### src/core/ppwm_pkg.sv
// ppwm_pkg: register map, field positions and shared types for one power pwm channel.
// assumes a 16-bit register port and a single 40 MHz clock.
package ppwm_pkg;
  localparam int unsigned ADDR_W = 4;
  localparam int unsigned DATA_W = 16;

  localparam logic [3:0] ADDR_CTRL  = 4'h0;
  localparam logic [3:0] ADDR_DUTY  = 4'h1;
  localparam logic [3:0] ADDR_PHASE = 4'h2;
  localparam logic [3:0] ADDR_DT    = 4'h3;
  localparam logic [3:0] ADDR_ALTDT = 4'h4;
  localparam logic [3:0] ADDR_TRG   = 4'h5;
  localparam logic [3:0] ADDR_IO    = 4'h6;
  localparam logic [3:0] ADDR_MDUTY = 4'h7;
  localparam logic [3:0] ADDR_PTPER = 4'h8;
  localparam logic [3:0] ADDR_FLT   = 4'h9;

  // writable masks; unimplemented bits read zero
  localparam logic [15:0] MASK_CTRL  = 16'h0FC3;
  localparam logic [15:0] MASK_PHASE = 16'hFFFC;
  localparam logic [15:0] MASK_DT    = 16'h3FFC;
  localparam logic [15:0] MASK_TRG   = 16'hE03F;
  localparam logic [15:0] MASK_IO    = 16'hFFFD;
  localparam logic [15:0] MASK_PER   = 16'hFFF8;
  localparam logic [15:0] MASK_ITB   = 16'hFFF0;
  localparam logic [15:0] MASK_FLT   = 16'h0083;

  localparam logic [15:0] RST_ZERO  = 16'h0000;
  localparam logic [15:0] RST_DUTY  = 16'h0008;
  localparam logic [15:0] RST_PER   = 16'hFFF8;
  localparam logic [15:0] ONE16     = 16'h0001;
  localparam logic [2:0]  ZERO3     = 3'h0;
  localparam logic [2:0]  ONE3      = 3'h1;
  localparam logic [5:0]  ZERO6     = 6'h00;
  localparam logic [5:0]  ONE6      = 6'h01;
  localparam logic [11:0] ZERO12    = 12'h000;
  localparam logic [11:0] ONE12     = 12'h001;

  // control register bits
  localparam int unsigned B_LIM_PEND = 14;
  localparam int unsigned B_TRG_PEND = 13;
  localparam int unsigned B_LIM_IEN  = 11;
  localparam int unsigned B_TRG_IEN  = 10;
  localparam int unsigned B_ITB      = 9;
  localparam int unsigned B_MASTER_DUTY_SELECT     = 8;
  localparam int unsigned B_DTM_HI   = 7;
  localparam int unsigned B_DTM_LO   = 6;
  localparam int unsigned B_XRES     = 1;
  localparam int unsigned B_IUE      = 0;
  // dead-time registers: value field starts here
  localparam int unsigned B_DT_LO    = 2;
  // trigger control
  localparam int unsigned B_TDIV_HI  = 15;
  localparam int unsigned B_TDIV_LO  = 13;
  localparam int unsigned B_TSTRT_HI = 5;
  // output pin control
  localparam int unsigned B_HIGH_PIN_OWNER  = 15;
  localparam int unsigned B_LOW_PIN_OWNER  = 14;
  localparam int unsigned B_HIGH_PIN_INVERT  = 13;
  localparam int unsigned B_POLL  = 12;
  localparam int unsigned B_PIN_PAIR_MODE_HI = 11;
  localparam int unsigned B_PIN_PAIR_MODE_LO = 10;
  localparam int unsigned B_OVRH  = 9;
  localparam int unsigned B_OVRL  = 8;
  localparam int unsigned B_OVD_HI = 7;
  localparam int unsigned B_OVD_LO = 6;
  localparam int unsigned B_FLD_HI = 5;
  localparam int unsigned B_FLD_LO = 4;
  localparam int unsigned B_CLD_HI = 3;
  localparam int unsigned B_CLD_LO = 2;
  localparam int unsigned B_FORCE_SYNC_SELECT  = 0;
  // fault/limit control (own register)
  localparam int unsigned B_LIM_EN  = 7;
  localparam int unsigned B_FMOD_HI = 1;
  localparam int unsigned B_FMOD_LO = 0;

  typedef enum logic [1:0] {DT_POS, DT_NEG, DT_OFF, DT_RSV} ppwm_dtmode_t;
  typedef enum logic [1:0] {PM_COMP, PM_INDEP, PM_PUSH, PM_RSV} ppwm_pmode_t;
  typedef enum logic [1:0] {FM_LATCH, FM_CYCLE, FM_RSV, FM_OFF} ppwm_fmode_t;

  typedef struct packed {
    logic              wr;
    logic              rd;
    logic [ADDR_W-1:0] addr;
    logic [DATA_W-1:0] wdata;
  } ppwm_bus_t;

  typedef struct packed {
    logic hi;
    logic lo;
  } ppwm_pair_t;
endpackage

### src/core/ppwm_deadtime.sv
// ppwm_deadtime: turns one raw pwm waveform into a high/low pair with dead time.
// assumes a single clock; dead-time counts are in clock cycles.
module ppwm_deadtime
  import ppwm_pkg::*;
#(
  parameter int unsigned DT_W = 12
) (
  input  wire logic           clk,
  input  wire logic           rst_n,
  input  wire logic           raw,
  input  wire ppwm_dtmode_t   mode,
  input  wire logic [DT_W-1:0] dt_rise,
  input  wire logic [DT_W-1:0] dt_fall,
  output ppwm_pair_t          pair
);
  logic            raw_d_r;
  logic [DT_W-1:0] cnt_r;
  logic            hi_r;
  logic            lo_r;

  always_ff @(posedge clk) begin
    if (!rst_n) begin
      raw_d_r <= 1'b0;
    end else begin
      raw_d_r <= raw;
    end
  end

  // edge reloads the gap; in DT_POS both outputs stay off while it runs
  always_ff @(posedge clk) begin
    if (!rst_n) begin
      cnt_r <= ZERO12[DT_W-1:0];
    end else if (raw != raw_d_r) begin
      cnt_r <= raw ? dt_rise : dt_fall;
    end else if (cnt_r != ZERO12[DT_W-1:0]) begin
      cnt_r <= cnt_r - ONE12[DT_W-1:0];
    end
  end

  always_ff @(posedge clk) begin
    if (!rst_n) begin
      hi_r <= 1'b0;
      lo_r <= 1'b0;
    end else begin
      case (mode)
        DT_POS: begin
          // gap inserted before each turn-on
          hi_r <= raw && (raw == raw_d_r) && (cnt_r == ZERO12[DT_W-1:0]);
          lo_r <= !raw && (raw == raw_d_r) && (cnt_r == ZERO12[DT_W-1:0]);
        end
        DT_NEG: begin
          // overlap: the leaving switch is held on during the gap
          hi_r <= raw || (cnt_r != ZERO12[DT_W-1:0] && !raw);
          lo_r <= !raw || (cnt_r != ZERO12[DT_W-1:0] && raw);
        end
        DT_OFF: begin
          hi_r <= raw;
          lo_r <= !raw;
        end
        default: begin
          hi_r <= 1'b0;
          lo_r <= 1'b0;
        end
      endcase
    end
  end

  assign pair.hi = hi_r;
  assign pair.lo = lo_r;
endmodule

### src/core/ppwm_channel.sv
// ppwm_channel: one generator channel of a power-supply pwm unit with its register file.
// assumes a synchronous register port (read data one cycle later) and a single clock.
//
// The implementer's own choices: strobed register access and the register addresses.
module ppwm_channel
  import ppwm_pkg::*;
#(
  parameter int unsigned CNT_W = 16,
  parameter int unsigned DT_W  = 12
) (
  input  wire logic              MCLK,
  input  wire logic              RESET_N,
  input  wire logic [ADDR_W-1:0] ADDR,
  input  wire logic [DATA_W-1:0] WDATA,
  input  wire logic              WR,
  input  wire logic              RD,
  output logic      [DATA_W-1:0] RDATA,
  input  wire logic              LIMIT_IN,
  input  wire logic              FAULT_IN,
  input  wire logic              GPIO_HIGH,
  input  wire logic              GPIO_LOW,
  output logic                   HIGH_OUTPUT_PIN,
  output logic                   LOW_OUTPUT_PIN,
  output logic                   TRIGGER_OUT,
  output logic                   LIMIT_IRQ,
  output logic                   TRIGGER_IRQ
);
  ppwm_bus_t bus;
  assign bus = '{wr: WR, rd: RD, addr: ADDR, wdata: WDATA};

  logic [15:0] ctrl_r, duty_r, phase_r, dt_r, altdt_r, trg_r, io_r, mduty_r, ptper_r, flt_r;
  logic [15:0] act_duty_r, rdata_r;
  logic [CNT_W-1:0] tb_cnt_r;
  logic [5:0]  roll_r;
  logic [2:0]  div_cnt_r;
  logic        post_en_r, trig_out_r, fault_lat_r;
  ppwm_pair_t  force_act_r, pins_r;
  logic        limit_pend_r, trg_pend_r, duty_pend_r;

  function automatic logic hit(input logic [ADDR_W-1:0] a, input logic [ADDR_W-1:0] reg_a);
    return bus.wr && (a == reg_a);
  endfunction

  // time base: independent period ignores low bits
  logic [15:0] period;
  logic        boundary, trig_evt, ext_reset;
  assign period = ctrl_r[B_ITB] ? (phase_r & MASK_ITB) : ptper_r;
  assign ext_reset = ctrl_r[B_XRES] && ctrl_r[B_ITB] && LIMIT_IN;
  assign boundary = (tb_cnt_r >= period[CNT_W-1:0]) || ext_reset;
  // trigger event when time base equals the phase value; zero phase never fires
  assign trig_evt = (tb_cnt_r == phase_r[CNT_W-1:0]) && (phase_r != RST_ZERO);

  always_ff @(posedge MCLK) begin
    if (!RESET_N) begin
      tb_cnt_r <= '0;
    end else if (boundary) begin
      tb_cnt_r <= '0;
    end else begin
      tb_cnt_r <= tb_cnt_r + ONE16[CNT_W-1:0];
    end
  end

  // register writes, masked so unimplemented bits never store
  always_ff @(posedge MCLK) begin
    if (!RESET_N) begin
      ctrl_r  <= RST_ZERO;
      duty_r  <= RST_DUTY;
      phase_r <= RST_ZERO;
      dt_r    <= RST_ZERO;
      altdt_r <= RST_ZERO;
      trg_r   <= RST_ZERO;
      io_r    <= RST_ZERO;
      mduty_r <= RST_DUTY;
      ptper_r <= RST_PER;
      flt_r   <= RST_ZERO;
    end else begin
      if (hit(bus.addr, ADDR_CTRL))  ctrl_r  <= bus.wdata & MASK_CTRL;
      if (hit(bus.addr, ADDR_DUTY))  duty_r  <= bus.wdata;
      if (hit(bus.addr, ADDR_PHASE)) phase_r <= bus.wdata & MASK_PHASE;
      if (hit(bus.addr, ADDR_DT))    dt_r    <= bus.wdata & MASK_DT;
      if (hit(bus.addr, ADDR_ALTDT)) altdt_r <= bus.wdata & MASK_DT;
      if (hit(bus.addr, ADDR_TRG))   trg_r   <= bus.wdata & MASK_TRG;
      if (hit(bus.addr, ADDR_IO))    io_r    <= bus.wdata & MASK_IO;
      if (hit(bus.addr, ADDR_MDUTY)) mduty_r <= bus.wdata;
      if (hit(bus.addr, ADDR_PTPER)) ptper_r <= bus.wdata & MASK_PER;
      if (hit(bus.addr, ADDR_FLT))   flt_r   <= bus.wdata & MASK_FLT;
    end
  end

  // active duty: immediate or held until the period boundary
  logic [15:0] duty_src;
  assign duty_src = ctrl_r[B_MASTER_DUTY_SELECT] ? mduty_r : duty_r;
  always_ff @(posedge MCLK) begin
    if (!RESET_N) begin
      act_duty_r  <= RST_DUTY;
      duty_pend_r <= 1'b0;
    end else if (ctrl_r[B_IUE]) begin
      act_duty_r  <= duty_src;
      duty_pend_r <= 1'b0;
    end else if (boundary) begin
      act_duty_r  <= duty_src;
      duty_pend_r <= 1'b0;
    end else if (hit(bus.addr, ADDR_DUTY) || hit(bus.addr, ADDR_MDUTY)) begin
      duty_pend_r <= 1'b1;
    end
  end

  // trigger start, roll count and postscaler
  always_ff @(posedge MCLK) begin
    if (!RESET_N) begin
      roll_r     <= ZERO6;
      post_en_r  <= 1'b0;
      div_cnt_r  <= ZERO3;
      trig_out_r <= 1'b0;
    end else begin
      trig_out_r <= 1'b0;
      if (boundary) begin
        roll_r <= roll_r + ONE6;
        if (roll_r == trg_r[B_TSTRT_HI:0]) post_en_r <= 1'b1;
      end
      if (hit(bus.addr, ADDR_TRG)) begin
        post_en_r <= 1'b0;
        roll_r    <= ZERO6;
        div_cnt_r <= ZERO3;
      end else if (trig_evt && post_en_r) begin
        if (div_cnt_r >= trg_r[B_TDIV_HI:B_TDIV_LO]) begin
          div_cnt_r  <= ZERO3;
          trig_out_r <= 1'b1;
        end else begin
          div_cnt_r <= div_cnt_r + ONE3;
        end
      end
    end
  end

  // pending bits: the clear by a disabled enable wins over the set
  logic lim_active, flt_active;
  assign lim_active = flt_r[B_LIM_EN] && LIMIT_IN;
  always_ff @(posedge MCLK) begin
    if (!RESET_N) begin
      limit_pend_r <= 1'b0;
      trg_pend_r   <= 1'b0;
    end else begin
      if (!ctrl_r[B_LIM_IEN]) limit_pend_r <= 1'b0;
      else if (lim_active) limit_pend_r <= 1'b1;
      if (!ctrl_r[B_TRG_IEN]) trg_pend_r <= 1'b0;
      else if (trig_out_r) trg_pend_r <= 1'b1;
    end
  end

  // fault: latched until a boundary with the input gone, or cycle-by-cycle
  ppwm_fmode_t fmode;
  assign fmode = ppwm_fmode_t'(flt_r[B_FMOD_HI:B_FMOD_LO]);
  always_ff @(posedge MCLK) begin
    if (!RESET_N) begin
      fault_lat_r <= 1'b0;
    end else begin
      case (fmode)
        FM_LATCH: fault_lat_r <= FAULT_IN || (fault_lat_r && !(boundary && !FAULT_IN));
        FM_CYCLE: fault_lat_r <= FAULT_IN || (fault_lat_r && !boundary);
        default:  fault_lat_r <= 1'b0;
      endcase
    end
  end
  assign flt_active = (fmode == FM_LATCH || fmode == FM_CYCLE) && (FAULT_IN || fault_lat_r);

  // raw waveform and output pair mode
  logic raw, half_r;
  assign raw = (tb_cnt_r < act_duty_r[CNT_W-1:0]);
  always_ff @(posedge MCLK) begin
    if (!RESET_N) half_r <= 1'b0;
    else if (boundary) half_r <= !half_r;
  end

  ppwm_pair_t dt_pair, gen_pair, force_req;
  ppwm_deadtime #(.DT_W(DT_W)) u_dt (
    .clk    (MCLK),
    .rst_n  (RESET_N),
    .raw    (raw),
    .mode   (ppwm_dtmode_t'(ctrl_r[B_DTM_HI:B_DTM_LO])),
    .dt_rise(dt_r[B_DT_LO +: DT_W]),
    .dt_fall(altdt_r[B_DT_LO +: DT_W]),
    .pair   (dt_pair)
  );

  always_comb begin
    case (ppwm_pmode_t'(io_r[B_PIN_PAIR_MODE_HI:B_PIN_PAIR_MODE_LO]))
      PM_COMP:  gen_pair = dt_pair;
      PM_INDEP: gen_pair = '{hi: raw, lo: raw};
      PM_PUSH:  gen_pair = '{hi: dt_pair.hi && !half_r, lo: dt_pair.hi && half_r};
      default:  gen_pair = '{hi: 1'b0, lo: 1'b0};
    endcase
  end

  // forced values: immediate or taken at the boundary
  assign force_req = '{hi: io_r[B_OVD_HI], lo: io_r[B_OVD_LO]};
  always_ff @(posedge MCLK) begin
    if (!RESET_N) force_act_r <= '{hi: 1'b0, lo: 1'b0};
    else if (!io_r[B_FORCE_SYNC_SELECT] || boundary) force_act_r <= force_req;
  end

  // priority select, then polarity, then ownership
  ppwm_pair_t sel;
  always_comb begin
    sel = gen_pair;
    if (io_r[B_OVRH]) sel.hi = force_act_r.hi;
    if (io_r[B_OVRL]) sel.lo = force_act_r.lo;
    if (lim_active) sel = '{hi: io_r[B_CLD_HI], lo: io_r[B_CLD_LO]};
    if (flt_active) sel = '{hi: io_r[B_FLD_HI], lo: io_r[B_FLD_LO]};
  end

  always_ff @(posedge MCLK) begin
    if (!RESET_N) begin
      pins_r <= '{hi: 1'b0, lo: 1'b0};
    end else begin
      pins_r.hi <= io_r[B_HIGH_PIN_OWNER] ? (sel.hi ^ io_r[B_HIGH_PIN_INVERT]) : GPIO_HIGH;
      pins_r.lo <= io_r[B_LOW_PIN_OWNER] ? (sel.lo ^ io_r[B_POLL]) : GPIO_LOW;
    end
  end

  // read port: data one cycle after the strobe, zero otherwise
  logic [15:0] rd_mux;
  always_comb begin
    case (bus.addr)
      ADDR_CTRL:  rd_mux = ctrl_r | ({15'h0000, limit_pend_r} << B_LIM_PEND)
                                  | ({15'h0000, trg_pend_r} << B_TRG_PEND);
      ADDR_DUTY:  rd_mux = duty_r;
      ADDR_PHASE: rd_mux = phase_r;
      ADDR_DT:    rd_mux = dt_r;
      ADDR_ALTDT: rd_mux = altdt_r;
      ADDR_TRG:   rd_mux = trg_r;
      ADDR_IO:    rd_mux = io_r;
      ADDR_MDUTY: rd_mux = mduty_r;
      ADDR_PTPER: rd_mux = ptper_r;
      ADDR_FLT:   rd_mux = flt_r;
      default:    rd_mux = RST_ZERO;
    endcase
  end

  always_ff @(posedge MCLK) begin
    if (!RESET_N) rdata_r <= RST_ZERO;
    else if (bus.rd) rdata_r <= rd_mux;
    else rdata_r <= RST_ZERO;
  end

  assign RDATA           = rdata_r;
  assign HIGH_OUTPUT_PIN = pins_r.hi;
  assign LOW_OUTPUT_PIN  = pins_r.lo;
  assign TRIGGER_OUT     = trig_out_r;
  assign LIMIT_IRQ       = limit_pend_r;
  assign TRIGGER_IRQ     = trg_pend_r;
endmodule

### config.mk
export PLATFORM = sky130hd
export DESIGN_NAME = ppwm_channel
export DESIGN_NICKNAME = d
export VERILOG_FILES = /design/src/core/ppwm_pkg.sv /design/src/core/ppwm_deadtime.sv /design/src/core/ppwm_channel.sv
export SDC_FILE = /design/constraint.sdc
export NUM_CORES = 1
export LEC_CHECK = 0
export ABC_CLOCK_PERIOD_IN_PS = 3200
export BUFFER_PORTS_ARGS = -buffer_cell sky130_fd_sc_hd__buf_2
export CAP_MARGIN = 20
export CORE_MARGIN = 4
export CORE_UTILIZATION = 35
export DETAILED_ROUTE_END_ITERATION = 8
export GPL_ROUTABILITY_DRIVEN = 0
export PLACE_DENSITY = 0.59
export SLEW_MARGIN = 10
export SYNTH_ARGS = -nofsm -noshare
export SYNTH_HDL_FRONTEND = slang
export SYNTH_SLANG_ARGS = --single-unit
### constraint.sdc
create_clock -name MCLK -period 3.2 [get_ports MCLK]
set_clock_uncertainty 0.2 [all_clocks]
set_input_delay 0.64 -clock MCLK [delete_from_list [all_inputs] [get_ports MCLK]]
set_output_delay 0.64 -clock MCLK [all_outputs]
set_load 0.05 [all_outputs]
==> results of run 1 <==
==> cell type report <==
class / instances / area share
multi-input combinational: 848 / 0.473
clock inverter: 14 / 0.0149
clock buffer: 18 / 0.0404
inverter: 32 / 0.0112
tap: 341 / 0.0393
timing repair buffer: 89 / 0.0531
sequential: 200 / 0.369
==> sequential cells by signal, summed over array words and instances, names as in the netlist, 12 cells and up <==
register,cells
RDATA,16
act_duty_r,16
duty_r,16
mduty_r,16
tb_cnt_r,16
io_r,15
phase_r,14
ptper_r,13
altdt_r,12
dt_r,12
u_dt.cnt_r,12
==> routing by layer <==
metal | wire length (um) | vias up | GRT usage
li1 | - | 4153 | -
met1 | 13800 | 4071 | 0.277
met2 | 14000 | 322 | 0.317
met3 | 2330 | 47 | 0.0438
met4 | 741 | 0 | 0.0652
met5 | 0 | - | 0
==> critical path, delay by kind of cell (launching register included) <==
family	cells	cell delay [ns]
adders and majority gates	2	0.77
and+or+nand+nor	1	0.06
buffers and inverters	1	0.21
DFF	1	0.44
AOI/OAI and AO/OA	5	1.17
==> kinds of logic (layout without fill, tap and decap cells) <==
family / after synthesis / after routing
and+or+nand+nor: 445 / 445
AOI/OAI and AO/OA: 275 / 275
DFF: 200 / 200
buffers and inverters: 113 / 153
xor gates and xnor gates: 46 / 46
muxes: 44 / 44
adders and majority gates: 38 / 38
==> layout by cell type (no fill, tap or decap), drive strengths merged, types with 2 or more instances in the layout <==
cell type and n:
a211oi 30, a21boi 2, a21o 2, a21oi 128
a221oi 3, a222oi 5, a22o 2, a22oi 48
a31oi 12, a41oi 8, and2 8, and3 9
and4 2, buf 89, bufinv 2, clkbuf 18
clkinv 5, dfxtp 200, ha 38, inv 38
mux2i 43, nand2 222, nand2b 11, nand3 80
nand4 11, nand4b 2, nor2 62, nor2b 5
nor3 12, nor3b 2, nor4 10, o211a 3
o21a 4, o21ai 16, o31a 3, o31ai 2
or3 3, or4 2, xnor2 27, xor2 19
==> worst paths after layout <==
kind                                   start             to
worst max-delay path            tb_cnt_r[11]  u_dt.cnt_r[7]
worst min-delay path                FAULT_IN    fault_lat_r
worst max register to register  tb_cnt_r[11]  u_dt.cnt_r[7]
worst min register to register      flt_r[0]       flt_r[0]
==> where the power goes <==
| part | leakage (nW) | total (mW) | switching (mW) | internal [mW] |
|---|---|---|---|---|
| Combinational | 1.93 | 0.419 | 0.278 | 0.142 |
| Sequential | 1.62 | 2.58 | 0.0475 | 2.53 |
| Clock | 0.296 | 2.26 | 1.06 | 1.20 |
==> reports/metrics.yaml, run 1 <==
netlist_area_um2: 9590
dpl_cell_area_um2: 10300
cp.required_ns: 3.35
synth_nets: 1227
crit_path_frequent_cell: "a211oi_1"
status: "complete, no violations"
grt_overflow: 0
clkSlewWorstSetupHoldPaths_ns: 0.08
gr-usage-all-layers: 0.202
clk_latency_ns: 0.44
critPathMaxStageDelay_ns: 0.49
synth-seq-area-share: 0.417
relSlewSlack: 0.482
yosys.area.top_type: "dfxtp_1"
finalWorstSetupSlack_ns: 0.250
worstPathCellList: "ha_1 -> a211oi_1 -> o211ai_1 -> a221oi_2 -> o311ai_4 -> ha_2 -> buf_4 -> nor2_1 -> a211oi_1"
cts.path.max_buffers: 2
muxShareOfSynthArea: 0.0461
area_delta_synth_final_pct: 13.3
synthTopCellsByArea: "dfxtp_1, nand2_1, a21oi_1"
hold_viol_final: 0
numClockSinks: 200
finalCritPeriodShare: 0.922
ys.flop_type: "dfxtp_1"
pre_cts_ws_ns: 0.213
final_cells: 1542
num-fill-cells: 2729
layout-drive-gt1-share: 0.115
post-route-drc-count: 0
grt_pass1_wl_um: 48200
synth_xor_area_frac: 0.0420
path_class: "reg -> reg"
h-tree-depth: 4
core_um2: 27000
antennaDiodeCount: 0
synthAdderAreaFrac: 0.0496
ys_types: 62
synth_most_common_cell: "nand2_1"
io_pins: 49
ff2ff_setup_slack_ns: 0.25
async_flop_share: 0
final.setup.tns_ns: 0
grt_pass1_vias: 8206
rsz0062_at_grt: "no"
postSynthAreaPerCell_um2: 8.26
end_kind: "flop"
finalCriticalPeriod_ns: 2.95
power-per-cell-area_nw_per_um2: 484
first_pass_iters: 5
grt_max_degree: 39
wirelength_um: 30900
synth_top_family_by_area: "simple AND/OR/NAND/NOR gates"
max_freq_ghz: 0.339
worstHoldPathCells: 2
drtIter0Drc: 992
postCtsResizedCells: 0
tritoncts: "done"
cts_setup_buffers: 0
worstMarginPinSlew_ns: 0.775
fin_util: 0.403
report.power.total_mw: 5.26
dp.cells: 1510
dr_total_vias: 8593
die_h_um: 174
ff2ff_path_depth: 9
synth-simple-area-share: 0.210
synth_top_area_frac: 0.417
synth_common_cells: "nand2_1, dfxtp_1, a21oi_1"
critPathMaxFanout: 12
synth_edf_count: 0
numCtsBuffers: 17
ys_ff_latch: 200
antenna_found_initial: 0
maxCapViolations: 0
dpl.hpwl_um: 22200
min_path_type: "in -> reg"
num-nets-final: 1254
cpMaxStageDelayCell: "ha_2"
cts-hold-fix-buffers: 0
die-area_um2: 30100
start_kind: "flop"
row_count: 60
die_w_um: 174
route.antenna.remaining_nets: 0
port_buffers: 48
final-seq-area_um2: 4000
synth_compound_area_frac: 0.184
p_leak_nw: 3.84
setup_viol: 0
peakVddDrop_uv: 305
report.final.slew_viol_count: 0
yosysWarnings: 0
fin_area_um2: 10900
root_buffer: "clkbuf_16"
start_util: 0.356
critical_path_arrival_ns: 3.10
wire_per_inst_um: 20.0
multi_input_area_um2: 5130
whs_ns: 0.263
syn_inst: 1161
vias_per_cell: 5.57
No activity file was read; power rests on OpenSTA's default activity.
==> run 2, diff against run 1 <==
Settings changed: PLACE_DENSITY 0.59 to 0.61.
==> run 2 against run 1 <==
Compared with the run above: utilization shrank 0.13 points; final area fell by 0.32%; sequential share of layout area up 0.12 points; critical path type unchanged; critical endpoint is now u_dt.hi_r; largest cell class unchanged.
==> reports/metrics.yaml, run 2 (same netlist as run 1, synthesis figures left out) <==
finalCriticalPeriod_ns: 2.93  # -0.0214 ns
clk_latency_ns: 0.44  # about the same
core_um2: 27000  # unchanged
setup_viol: 0  # unchanged
critPathMaxFanout: 21  # +9
report.final.slew_viol_count: 0  # unchanged
grt_pass1_wl_um: 48200  # about the same
relSlewSlack: 0.416  # -0.0665
critical_path_arrival_ns: 3.07  # -0.03 ns
cts.path.max_buffers: 2  # unchanged
die_h_um: 174  # unchanged
cp.required_ns: 3.34  # about the same
hold_viol_final: 0  # unchanged
p_leak_nw: 3.81  # -0.67%
route.antenna.remaining_nets: 0  # unchanged
numCtsBuffers: 17  # unchanged
multi_input_area_um2: 5130  # about the same
final_cells: 1541  # -0.065%
dpl.hpwl_um: 22400  # +0.52%
clkSlewWorstSetupHoldPaths_ns: 0.07  # about the same
wire_per_inst_um: 20.0  # about the same
status: "complete, no violations"
root_buffer: "clkbuf_16"
worstMarginPinSlew_ns: 0.874  # +0.0991 ns
io_pins: 49  # unchanged
finalCritPeriodShare: 0.915  # -0.00670
finalWorstSetupSlack_ns: 0.272  # +0.0214 ns
cts_setup_buffers: 0  # unchanged
dpl_cell_area_um2: 10200  # -0.20%
mostFrequentLayoutCells: "nand2_1, dfxtp_1, a21oi_1"
wirelength_um: 30900  # -0.12%
numClockSinks: 200  # unchanged
report.power.total_mw: 5.20  # -1.1%
start_kind: "flop"
gr-usage-all-layers: 0.201  # -0.000911
port_buffers: 48  # unchanged
layout-drive-gt1-share: 0.112  # -0.00324
vias_per_cell: 5.67  # +1.7%
dr_total_vias: 8730  # +1.6%
pre_cts_ws_ns: 0.214  # +0.000573 ns
tritoncts: "done"
fin_util: 0.402  # -0.00130
grt_pass1_vias: 8383  # +2.2%
max_freq_ghz: 0.342  # +0.73%
die-area_um2: 30100  # unchanged
min_path_type: "in -> reg"
h-tree-depth: 4  # unchanged
die_w_um: 174  # unchanged
antennaDiodeCount: 0  # unchanged
peakVddDrop_uv: 266  # -13%
grt_overflow: 0  # unchanged
path_class: "reg -> reg"
grt_max_degree: 61  # +56%
drtIter0Drc: 937  # -5.5%
antenna_found_initial: 1  # +1
final-seq-area_um2: 4000  # unchanged
num-nets-final: 1253  # -0.080%
dp.cells: 1509  # -0.066%
power-per-cell-area_nw_per_um2: 480  # -0.78%
area_delta_synth_final_pct: 12.9
end_kind: "flop"
maxCapViolations: 0  # unchanged
final.setup.tns_ns: 0  # unchanged
post-route-drc-count: 0  # unchanged
fin_area_um2: 10800  # -0.32%
num-fill-cells: 2711  # -0.66%
start_util: 0.356  # unchanged
first_pass_iters: 6  # +1
whs_ns: 0.262  # -0.000525 ns
rsz0062_at_grt: "no"
row_count: 60  # unchanged
final_common_cell: "nand2_1"
run 2: changes by cell type in the layout (fill, tap and decap cells not counted):
| cell | change |
|---|---|
| inv_6 | -3 |
| clkinvlp_4 | +2 |
| clkinv_4 | -1 |
| clkbuf_1 | +2 |
| buf_12 | -1 |
| ha_1 | +1 |
| ha_2 | -1 |
run 2: cell type report:
cell class / instances / area share
Sequential cell: 200 / 0.370
Clock buffer: 20 / 0.0413
Inverter: 32 / 0.0112
Timing Repair Buffer: 88 / 0.0514
Multi-Input combinational cell: 848 / 0.474
Clock inverter: 12 / 0.0131
Tap cell: 341 / 0.0394
run 2: critical path, stage by stage, from the launching register on:
cell and delay (ns):
dfxtp_1 0.37, ha_1 0.34, nand4_1 0.10, nor3_1 0.28, o41ai_1 0.19, o311ai_4 0.36
buf_6 0.31, inv_1 0.07, ha_1 0.18, a211oi_1 0.19, a21oi_1 0.06, and3_1 0.17
run 2: timing repair:
item,4_1_cts,5_1_grt
hold buffers,0,0
resized for setup,0,1
setup endpoints to repair,0,1
hold endpoints to repair,0,0
run 2: path summary, 6_finish.rpt:
path,end,cells past startpoint,slack (ns),from
worst max-delay path,u_dt.hi_r,11,0.27,tb_cnt_r[13]
worst min-delay path,fault_lat_r,2,0.26,FAULT_IN
worst max register to register,u_dt.hi_r,11,0.27,tb_cnt_r[13]
worst min register to register,flt_r[0],2,0.26,flt_r[0]
run 2: power by group:
group	switching (mW)	internal, mW
Combinational	0.280	0.141
Sequential	0.0467	2.53
Clock	1.01	1.19
run 2: metal layers:
metal,wire length [um],global-route usage
met1,13700,0.280
met2,13800,0.315
met3,2410,0.0371
met4,864,0.0648
met5,0,0
